--- config.mk ---
export PLATFORM = sky130hd
export DESIGN_NAME = psr_regmap
export DESIGN_NICKNAME = d
export VERILOG_FILES = /design/src/logic/psr_pkg.sv /design/src/logic/psr_regmap.sv
export SDC_FILE = /design/constraint.sdc
export NUM_CORES = 1
export LEC_CHECK = 0
export ABC_CLOCK_PERIOD_IN_PS = 2400
export BUFFER_PORTS_ARGS = -buffer_cell sky130_fd_sc_hd__buf_4
export CAP_MARGIN = 20
export CORE_MARGIN = 2
export CORE_UTILIZATION = 40
export DETAILED_ROUTE_END_ITERATION = 7
export SYNTH_ARGS = -nofsm -noshare
export SYNTH_HDL_FRONTEND = slang
export SYNTH_SLANG_ARGS = --single-unit
--- constraint.sdc ---
create_clock -name clk -period 2.4 [get_ports clk]
set_clock_uncertainty 0.15 [all_clocks]
set_input_delay 0.36 -clock clk [delete_from_list [all_inputs] [get_ports clk]]
set_output_delay 0.36 -clock clk [all_outputs]
set_load 0.05 [all_outputs]
--- src/logic/psr_pkg.sv ---
// Function
// Each peripheral owns a 16 Kbyte window in the upper 3 Mbyte of address space.
// Interrupt controller window is only 4 Kbyte; the rest of its slot is unmapped.
// Base is the lowest window address; offsets are decoded from that base.
// Peripheral registers are reached only over the low-power peripheral bus port.
// Register set holds control, mode, data, status and interrupt registers.
// Triplet layout in order: set address, clear address, read address.
// Ones written to set or clear change that bit; zeros leave it alone.
// Byte lanes are little-endian: byte enable i carries data bits 8i+7..8i.
// Set and clear addresses read zero; writes to the read address change nothing.
package psr_pkg;
  // ****************************************
  // Address map
  // ****************************************
  localparam logic [31:0] PSR_REGION_BASE = 32'hFFD00000;
  localparam int PSR_WIN_SHIFT = 14;
  localparam logic [7:0] PSR_WIN_FIRST = 8'h40;
  localparam logic [7:0] PSR_IC_WIN_IDX = 8'hBF;
  localparam logic [19:0] PSR_IC_PAGE = 20'hFFFFF;
  localparam logic [7:0] PSR_SELF_WIN_IDX = 8'h00;
  // ****************************************
  // Triplet layout
  // ****************************************
  localparam int PSR_NREG = 5;
  localparam logic [1:0] PSR_FN_SET = 2'h0;
  localparam logic [1:0] PSR_FN_CLR = 2'h1;
  localparam logic [1:0] PSR_FN_READ = 2'h2;
  localparam logic [31:0] PSR_REG_RESET = 32'h00000000;
  localparam logic [31:0] PSR_READ_ZERO = 32'h00000000;
endpackage : psr_pkg

--- src/logic/psr_regmap.sv ---
`timescale 1ns/1ps
module psr_regmap
  import psr_pkg::*;
(
  input wire logic clk,
  input wire logic arst_n,
  input wire logic req_valid,
  input wire logic req_write,
  input wire logic [31:0] req_addr,
  input wire logic [31:0] req_wdata,
  input wire logic [3:0] req_be,
  output logic rsp_valid,
  output logic [31:0] rsp_rdata,
  output logic rsp_err,
  output logic win_sel,
  output logic [7:0] win_idx,
  output logic ic_sel,
  output logic [31:0] reg_value [psr_pkg::PSR_NREG]
);
  import psr_pkg::*;

  // ****************************************
  // Window decode
  // ****************************************
  logic in_region;
  logic ic_hit;
  logic ic_gap;
  logic [7:0] idx_raw;
  logic self_hit;
  logic other_hit;
  logic [13:0] win_off;
  logic [9:0] slot;
  logic [1:0] func;
  logic slot_ok;
  logic self_ok;
  logic req_err;
  logic [31:0] lane_mask;
  logic [31:0] wmask;

  // Region and slot index; offsets taken from the window base
  assign in_region = req_addr >= PSR_REGION_BASE;
  assign idx_raw = 8'(req_addr[21:PSR_WIN_SHIFT] - PSR_WIN_FIRST);
  assign ic_hit = req_addr[31:12] == PSR_IC_PAGE;
  // Lower 12 Kbyte of the last slot stay unmapped to catch stray pointers
  assign ic_gap = in_region && (idx_raw == PSR_IC_WIN_IDX) && !ic_hit;
  assign self_hit = in_region && (idx_raw == PSR_SELF_WIN_IDX);
  assign other_hit = in_region && !self_hit && !ic_gap;
  assign win_off = req_addr[13:0];
  assign slot = win_off[13:4];
  assign func = win_off[3:2];
  assign slot_ok = slot < 10'(PSR_NREG);
  // Fourth word of each triplet and unaligned addresses in the own window answer with an error
  assign self_ok = self_hit && slot_ok && (func != 2'h3) && (win_off[1:0] == 2'h0);
  assign req_err = !(self_ok || other_hit);

  // Little-endian lanes: byte enable i covers bits 8i+7..8i
  genvar b;
  generate
    for (b = 0; b < 4; b++)
    begin : g_lane
      assign lane_mask[8*b+7:8*b] = {8{req_be[b]}};
    end
  endgenerate
  assign wmask = req_wdata & lane_mask;

  // ****************************************
  // Set / clear storage
  // ****************************************
  logic [31:0] store_reg [PSR_NREG];
  logic [31:0] store_next [PSR_NREG];
  logic set_hit [PSR_NREG];
  logic clr_hit [PSR_NREG];
  // Flat copy of every stored word, so checks can watch all triplets at once
  logic [32*PSR_NREG-1:0] store_flat;

  // One triplet per register: control, mode, data, status, interrupt
  genvar k;
  generate
    for (k = 0; k < PSR_NREG; k++)
    begin : g_reg
      assign set_hit[k] = req_valid && req_write && self_ok && (slot == 10'(k))
                          && (func == PSR_FN_SET);
      assign clr_hit[k] = req_valid && req_write && self_ok && (slot == 10'(k))
                          && (func == PSR_FN_CLR);
      // Writes at the read address fall through and keep the value
      assign store_next[k] = set_hit[k] ? (store_reg[k] | wmask)
                           : clr_hit[k] ? (store_reg[k] & ~wmask)
                           : store_reg[k];
      // Register storage
      always_ff @(posedge clk or negedge arst_n)
      begin
        if (!arst_n)
          store_reg[k] <= PSR_REG_RESET;
        else
          store_reg[k] <= store_next[k];
      end
      assign reg_value[k] = store_reg[k];
      assign store_flat[32*k+31:32*k] = store_reg[k];
    end
  endgenerate

  // ****************************************
  // Response
  // ****************************************
  logic [31:0] rdata_next;
  logic rd_stored;

  // Only the read address returns the stored word; set and clear read zero
  assign rd_stored = self_ok && !req_write && (func == PSR_FN_READ);
  assign rdata_next = (req_valid && rd_stored) ? store_reg[slot[2:0]] : PSR_READ_ZERO;

  // Answer one cycle after each request; nothing stalls
  always_ff @(posedge clk or negedge arst_n)
  begin
    if (!arst_n)
    begin
      rsp_valid <= 1'b0;
      rsp_rdata <= PSR_READ_ZERO;
      rsp_err <= 1'b0;
      win_sel <= 1'b0;
      win_idx <= 8'h00;
      ic_sel <= 1'b0;
    end
    else
    begin
      rsp_valid <= req_valid;
      rsp_rdata <= rdata_next;
      rsp_err <= req_valid && req_err;
      win_sel <= req_valid && other_hit;
      win_idx <= idx_raw;
      ic_sel <= req_valid && ic_hit;
    end
  end
endmodule : psr_regmap

# Yosys cells after proc, flatten, opt, wreduce, memory -nomap -nowiden
# Index checks and enable logic that the tools add are counted.
dict set report op_classes {
  reduce_logical 46
  eq_ne 9
  bitwise_logic 13
  addsub 1
  magnitude_cmp 3
  mux 14
}
# operator count
set ops {}
lappend ops {{$mux 32} 13}
lappend ops {{$and 32x32->32} 6}
lappend ops {{$or 32x32->32} 5}
lappend ops {{$bmux 32 s3} 1}
lappend ops {{$ge 32x32->1 const B} 1}
lappend ops {{$not 32->32} 1}
lappend ops {{$logic_and 1x1->1} 31}
lappend ops {{$eq 10x2->1 const B} 2}
lappend ops {{$eq 20x20->1 const B} 1}
lappend ops {{$eq 10x1->1 const B} 1}
lappend ops {{$eq 10x3->1 const B} 1}
lappend ops {{$logic_not 10->1} 1}
lappend ops {{$lt 10x3->1 const B} 1}
lappend ops {{$reduce_bool 2->1} 5}
lappend ops {{$eq 8x8->1 const B} 1}
lappend ops {{$logic_not 8->1} 1}
lappend ops {{$sub 8x7->8 const B} 1}
lappend ops {{$logic_not 1->1} 5}
lappend ops {{$ge 4x4->1 const B} 1}
lappend ops {{$logic_not 2->1} 2}
lappend ops {{$not 3->4} 1}
lappend ops {{$eq 2x1->1 const B} 1}
lappend ops {{$eq 2x2->1 const B} 1}
lappend ops {{$ne 2x2->1 const B} 1}
lappend ops {{$logic_or 1x1->1} 1}
dict set report word_totals {
  output_inout_bits 204
  wordCells 97
  register_bits 204
}

# Depth between registers and ports, before layout
# Gate-level depths: netlist of the first run.
dict set report depth {
  depth_word 11
  ltp_mapped 10
  ltp_nobuf 7
}

# Least setup slack after synthesis of the first run
# No wires, ideal clock.
dict set report synth_timing {
  path_type {input port to flip-flop}
  from {input port req_addr[21]}
  to {register with a tool-made name}
  slack_ps 32
  path_buffers 3
  required_ps 2113
  t_arrival_ps 2081
  cell_stages 10
  setup_ps 137
  cell_sequence {inv_1 -> ha_1 -> nor4b_2 -> nand4_1 -> nand4bb_1 -> buf_2 -> clkbuf_1 -> clkbuf_1 -> o41ai_1 -> o31ai_1}
}
# item line_no
set synth_lines {}
lappend synth_lines {{start, declared} psr_regmap.sv:9} ;# input wire logic [31:0] req_addr,

# Worst setup path in the final report of the first run
dict set report layout_timing {
  from {input port req_addr[21]}
  to {register rsp_rdata[22]}
}
dict set report layout_between {
  elab_chain_len 10
  word_cells_on_any_way 11
}
# item line_no
set layout_lines {}
lappend layout_lines {{$sub 8x7->8} psr_regmap.sv:42} ;# assign idx_raw = 8'(req_addr[21:PSR_WIN_SHIFT] - PSR_WIN_FIRST);
lappend layout_lines {{$logic_not 8->1} psr_regmap.sv:46} ;# assign self_hit = in_region && (idx_raw == PSR_SELF_WIN_IDX);
lappend layout_lines {{$logic_and 1x1->1 *} psr_regmap.sv:46}
lappend layout_lines {{$logic_and 1x1->1 * (3 in a row)} psr_regmap.sv:53} ;# assign self_ok = self_hit && slot_ok && (func != 2'h3) && (win_off[1:0] == 2'h0);
lappend layout_lines {{$logic_and 1x1->1 * (2 in a row)} psr_regmap.sv:109} ;# assign rd_stored = self_ok && !req_write && (func == PSR_FN_READ);
lappend layout_lines {{$logic_and 1x1->1 *} psr_regmap.sv:110} ;# assign rdata_next = (req_valid && rd_stored) ? store_reg[slot[2:0]] : PSR_READ_ZERO;
lappend layout_lines {{$mux 32 *} psr_regmap.sv:110}
lappend layout_lines {{via rdata_next[22]} psr_regmap.sv:105} ;# logic [31:0] rdata_next;
lappend layout_lines {{end signal, assigned} psr_regmap.sv:127} ;# rsp_rdata <= rdata_next;
lappend layout_lines {{end, declared} psr_regmap.sv:13} ;# output logic [31:0] rsp_rdata,
# Mark *: on every way through the listed nets, which the timed path passes. The rest lies on a longest branch.
# A chain may end at the register's enable or synchronous reset.

==> flow_summary.ini, run 1 <==
[run_status]
status = finished clean

[yosys]
ys_seq_area_share_pct = 48.73
ys.flop_type = dfrtp_1
ys_types = 44
synth_edf_count = 0
netlist_instances = 1016
yosys.area.top_type = dfrtp_1
synth_area_leaders = dfrtp_1 (49%), o31ai_1 (11%), or4_1 (6.9%)
ys_seq_elements = 204
syn_nets = 1091
mappedNetlistArea_um2 = 10480
ys_async_sr_fraction_pct = 100.0
yosysWarnings = 0
avgSynthCellArea_um2 = 10.31
yosysTopAreaCellShare_pct = 48.73

[detailed_routing]
wl_per_cell_um = 25.00
viasPerCell = 6.407
drc = 0
drt_wl_total_um = 40480
drtIter0Drc = 883
ant_nets = 0
firstDrtPassIters = 6
num_vias = 10370

[worst_hold_path]
hold_path_class = input pin to flop

[place]
place_congestion = 0.8033
place_hpwl_um = 25340
portBuffers = 275
placed_area_um2 = 13160

[die]
ios = 276
dieArea_um2 = 27500
die_w_um = 165.8
rows = 59
core_um2 = 25910
die_y_um = 165.8
initial_core_util_pct = 40.43

[cts]
htree_levels = 1
clk_latency_ns = 0.52
cts_tree = built
clock_path_buffers = 3
cts_buffers = 24
cts_num_sinks = 204
clkTransAtPathRegs_ns = 0.06
cts_root_buffer = clkbuf_16

[worst_setup_path]
path_class = input pin to flop
reg2reg_slack_ns = 0.88
path_max_fanout = 18
crit_required_ns = 2.68
worst_ep_arrival_time_ns = 2.56
end_kind = flop
start_kind = input pin

[final_layout]
final_common_cell = buf_4
drive_gt1_share_pct = 33.41
final-seq-area_um2 = 5105
final_nets = 1342
fillerInstances = 2334
n_antenna_cell = 0
final_cell_mix = buf_4 (332), dfrtp_1 (204), o31ai_1 (160), o21ai_0 (111), or4_1 (96)
final_cell_area_um2 = 14140
multi_input_area_um2 = 4885
area_growth_pct = 34.99

[global_routing]
grt_use_total_pct = 28.78
grt_first_pass_wirelength_um = 63130
antenna_found_initial = 0
grt_max_degree = 86
gr-total-overflow = 0
grt_pass1_vias = 10120

[timing]
max_slew.worst_pin.slew_ns = 1.042
grt_setup_unrepaired = false
setup_viol = 0
max_slew_margin_pct = 30.46
max_freq_mhz = 440.2
period_needed_ns = 2.272
hold_viol = 0
slew_violations = 0
period_share_pct = 94.65

[power]
power.leakage_nw = 6.071
total_power_mw = 8.137
p_per_area_nw_per_um2 = 575.5
ir_drop_v = 0.0003700

[run]
maxCapViolCount = 0
-- kinds of logic (layout without fill, tap and decap cells) --
kind of cell / count (synthesis) / count (layout) / synth area share [%]
buffers and inverters: 138 / 406 / 5.303
flip-flops: 204 / 204 / 48.73
AO/OA/AOI/OAI: 397 / 397 / 26.71
adder cells (fa/ha/maj): 3 / 3 / 0.3584
multiplexers: 32 / 32 / 5.232
AND/OR/NAND/NOR: 242 / 242 / 13.66
-- where the power goes --
part / internal, mW / total, mW / switching, mW
clock network: 2.47 / 3.96 / 1.49
registers: 3.45 / 3.45 / 0.00247
logic: 0.213 / 0.726 / 0.512
-- metal layers --
layer | up-vias | share of wire [%] | track usage (%) | wire length (µm)
met2 | 503 | 46 | 43.98 | 18690
met4 | 0 | 2.8 | 9.301 | 1146
met1 | 5229 | 43 | 40.68 | 17340
met3 | 70 | 8.2 | 6.673 | 3302
li1 | 4571 | - | - | -
met5 | - | 0 | 0 | 0
-- layout make-up --
| type | instances | share of cell area [%] |
|---|---|---|
| inverters | 8 | 0.2124 |
| multi-input cells | 674 | 34.55 |
| flip-flops and latches | 204 | 36.10 |
| clock inverters | 4 | 0.6725 |
| clock buffers | 39 | 5.362 |
| repair buffers | 355 | 20.14 |
| well taps | 335 | 2.964 |
-- metrics by stage --
| step | hold slack, ns | TNS (ns) | util (%) | setup WS [ns] | instances |
|---|---|---|---|---|---|
| after floorplan | -0.08559 | 0 | - | 0.03226 | 1016 |
| after global placement | 0.2632 | -44.29 | 50.79 | -0.3882 | 1566 |
| after detailed placement | 0.2495 | -46.09 | 50.79 | -0.4025 | 1566 |
| after CTS | 0.03385 | 0 | 54.44 | 0.1013 | 1618 |
| after global routing | 0.04346 | 0 | 54.57 | 0.001225 | 1619 |
| final | 0.04360 | 0 | 54.57 | 0.1283 | 1619 |
-- cells in the mapped netlist, drive strengths merged (2+ instances only) --
cell type and n:
or4 96, nand2 42, nand4 7, a22oi 13, o22ai 2, o41ai 65, mux2 2, nor2b 2
ha 3, nand3b 2, o31ai 160, mux4 18, o21ai 112, nor4b 2, a211oi 25, nor3 3
and2 2, nor2 34, clkbuf 116, nor4 6, a21oi 16, nand3 38, mux2i 12, nand4b 2
dfrtp 204, inv 8, buf 14
-- path summary, 6_finish.rpt --
kind	startpoint	end	depth (start not counted)
worst min-delay path	req_wdata[18]	flop	4
min in group asynchronous	arst_n	async pin	2
worst max register to register	flop	rsp_rdata[7]	4
worst max-delay path	req_addr[21]	rsp_rdata[22]	9
worst min register to register	flop	flop	2
max in group asynchronous	arst_n	ic_sel	3
-- timing repair --
action	4_1_cts	5_1_grt
setup endpoints to repair	0	56
setup buffers	0	1
hold endpoints to repair	65	0
resized for setup	0	4
hold buffers	9	0
-- critical path, cell delays in order --
cell and delay [ns]:
buf_4 0.12, inv_1 0.07, ha_1 0.15, nor4b_4 0.24, nand4_1 0.21, nand4bb_4 0.29, or4b_2 0.67, buf_4 0.27
a211oi_2 0.18
(Power assumes the default switching activity.)
==> inputs of run 2 (changes only) <==
--- a/config.mk
+++ b/config.mk
@@ -5,6 +5,7 @@
 export SDC_FILE = /design/constraint.sdc
 export NUM_CORES = 1
 export LEC_CHECK = 0
+export ABC_AREA = 1
 export ABC_CLOCK_PERIOD_IN_PS = 2400
 export BUFFER_PORTS_ARGS = -buffer_cell sky130_fd_sc_hd__buf_4
 export CAP_MARGIN = 20
==> run 2 against run 1 <==
Against the previous run:
- worst setup slack gained 0.098 ns
- sequential cell count is the same
- synthesized area is essentially flat
- clock power shrank 9.3%
- count of clock-buffer cells in the layout shrank 4
- via count grew 4.1%
- combinational power shrank 5.5%
- worst hold slack gained 0.020 ns
- sequential power is essentially flat
==> flow_summary.ini, run 2 <==
[yosys]
synth_area_leaders = dfrtp_1 (49%), nand2_1 (14%), nand4_1 (9.7%)
yosysMostFrequentCell = nand2_1
yosysTopAreaCellShare_pct = 48.76
ys_types = 26
synth_edf_count = 0
ys_seq_elements = 204
netlist_instances = 1338
ys_top_cells_by_count = nand2_1 (387), dfrtp_1 (204), nand3_1 (166)
yosys.area.top_type = dfrtp_1
ys_async_sr_fraction_pct = 100.0
ys_seq_area_share_pct = 48.76
ys.flop_type = dfrtp_1
avgSynthCellArea_um2 = 7.824
mappedNetlistArea_um2 = 10470
syn_nets = 1413
yosysWarnings = 0

[die]
die_w_um = 165.8
initial_core_util_pct = 40.40
core_um2 = 25910
dieArea_um2 = 27480
ios = 276
die_y_um = 165.8
rows = 59

[global_routing]
gr-total-overflow = 0
grt_use_total_pct = 26.77
grt_pass1_vias = 10290
antenna_found_initial = 0
grt_max_degree = 161
grt_first_pass_wirelength_um = 59650

[cts]
clock_path_buffers = 3
clk_latency_ns = 0.52
clkTransAtPathRegs_ns = 0.05
htree_levels = 1
cts_num_sinks = 204
cts_buffers = 24
cts_tree = built
cts_root_buffer = clkbuf_16

[final_layout]
utilization_pct = 53.63
n_antenna_cell = 0
final_cell_mix = nand2_1 (385), buf_4 (309), dfrtp_1 (204), nand3_1 (165), nand4_1 (163)
final_nets = 1668
multi_input_area_um2 = 4594
drive_gt1_share_pct = 25.05
fillerInstances = 2490
final-seq-area_um2 = 5105
final_common_cell = nand2_1
area_growth_pct = 32.75

[worst_setup_path]
crit_required_ns = 2.65
reg2reg_slack_ns = 1.08
start_kind = input pin
worst_ep_arrival_time_ns = 2.42
rr_endpoint = rsp_rdata[0]
r2r_cells = 5
path_class = input pin to flop
end_kind = flop
path_max_fanout = 26

[run_status]
status = finished clean

[power]
p_per_area_nw_per_um2 = 556.1
total_power_mw = 7.728
ir_drop_v = 0.0004294
power.leakage_nw = 7.145

[detailed_routing]
drc = 0
ant_nets = 0
wl_per_cell_um = 19.50
drt_wl_total_um = 37900
num_vias = 10800
drtIter0Drc = 1235
viasPerCell = 5.556
firstDrtPassIters = 5

[timing]
period_needed_ns = 2.173
hold_viol = 0
slew_violations = 0
max_slew_margin_pct = 38.03
max_slew.worst_pin.slew_ns = 0.9295
setup_viol = 0
period_share_pct = 90.56
grt_setup_unrepaired = false
fin_setup_tns_ns = 0
max_freq_mhz = 460.1

[worst_hold_path]
hp-start = req_addr[21]
min_path_cells = 4
hold_path_class = input pin to flop
min_to = win_idx[7]

[place]
portBuffers = 275
place_hpwl_um = 24490
place_congestion = 0.8035

[run]
maxCapViolCount = 0
-- run 2: critical path, stage by stage --
cell           delay [ns]
dlygate4sd3_1        0.53
buf_4                0.12
ha_1                 0.16
inv_1                0.05
nor2_1               0.09
nand2_1              0.08
nor2_1               0.11
nand3_1              0.12
nor2_4               0.17
buf_12               0.19
buf_12               0.18
nand4_1              0.11
nand2_1              0.10
nand2_1              0.05
-- run 2: area by class of cell --
cell class,count,area share [%]
flip-flops and latches,204,36.73
well taps,335,3.016
repair buffers,336,19.89
clock inverters,7,0.4502
inverters,65,1.792
multi-input cells,962,33.06
clock buffers,35,5.060
-- run 2: where the power goes --
| part | internal [mW] | switching, mW |
|---|---|---|
| logic | 0.204 | 0.481 |
| clock network | 2.13 | 1.46 |
| registers | 3.45 | 0.00255 |
-- run 2: cell families after synthesis --
logic type / Yosys count / synth area share [%]
fa+ha+maj: 3 / 0.3586
simple gates: 898 / 39.86
flops: 204 / 48.76
compound gates: 61 / 3.334
buf+inv: 172 / 7.685
-- run 2: how the worst max path moves through the flow --
| stage | startpoint | to | slack (ns) | cells past startpoint |
|---|---|---|---|---|
| after global placement | req_addr[21] | flop | 0.22 | 14 |
| after CTS | req_addr[20] | flop | 0.26 | 14 |
| after detailed placement | req_addr[21] | flop | 0.18 | 12 |
| final | req_addr[20] | flop | 0.23 | 14 |
| after floorplan | req_addr[4] | flop | 0.56 | 11 |
| after global routing | req_addr[20] | flop | 0.08 | 12 |
-- run 2: timing repair --
action                    in CTS  in global routing
setup buffers                  0                  0
hold buffers                   9                  0
resized for setup              0                  0
hold endpoints to repair      61                  0
-- run 2: layer usage --
metal	track usage (%)	routed length, µm
met1	38.28	16460
met2	42.13	17680
met3	5.577	3051
met4	5.936	709
met5	0	0
-- run 2: per-stage QoR --
stage	std cells	setup slack, ns	instance area, µm²	hold slack (ns)
global route	1944	0.07630	13900	0.09400
detailed placement	1893	0.1768	13040	0.1481
floorplan	1338	0.5640	10470	-0.08559
global placement	1893	0.2201	13040	0.1442
finish	1944	0.2267	13900	0.06375
CTS	1944	0.2620	13900	0.05224
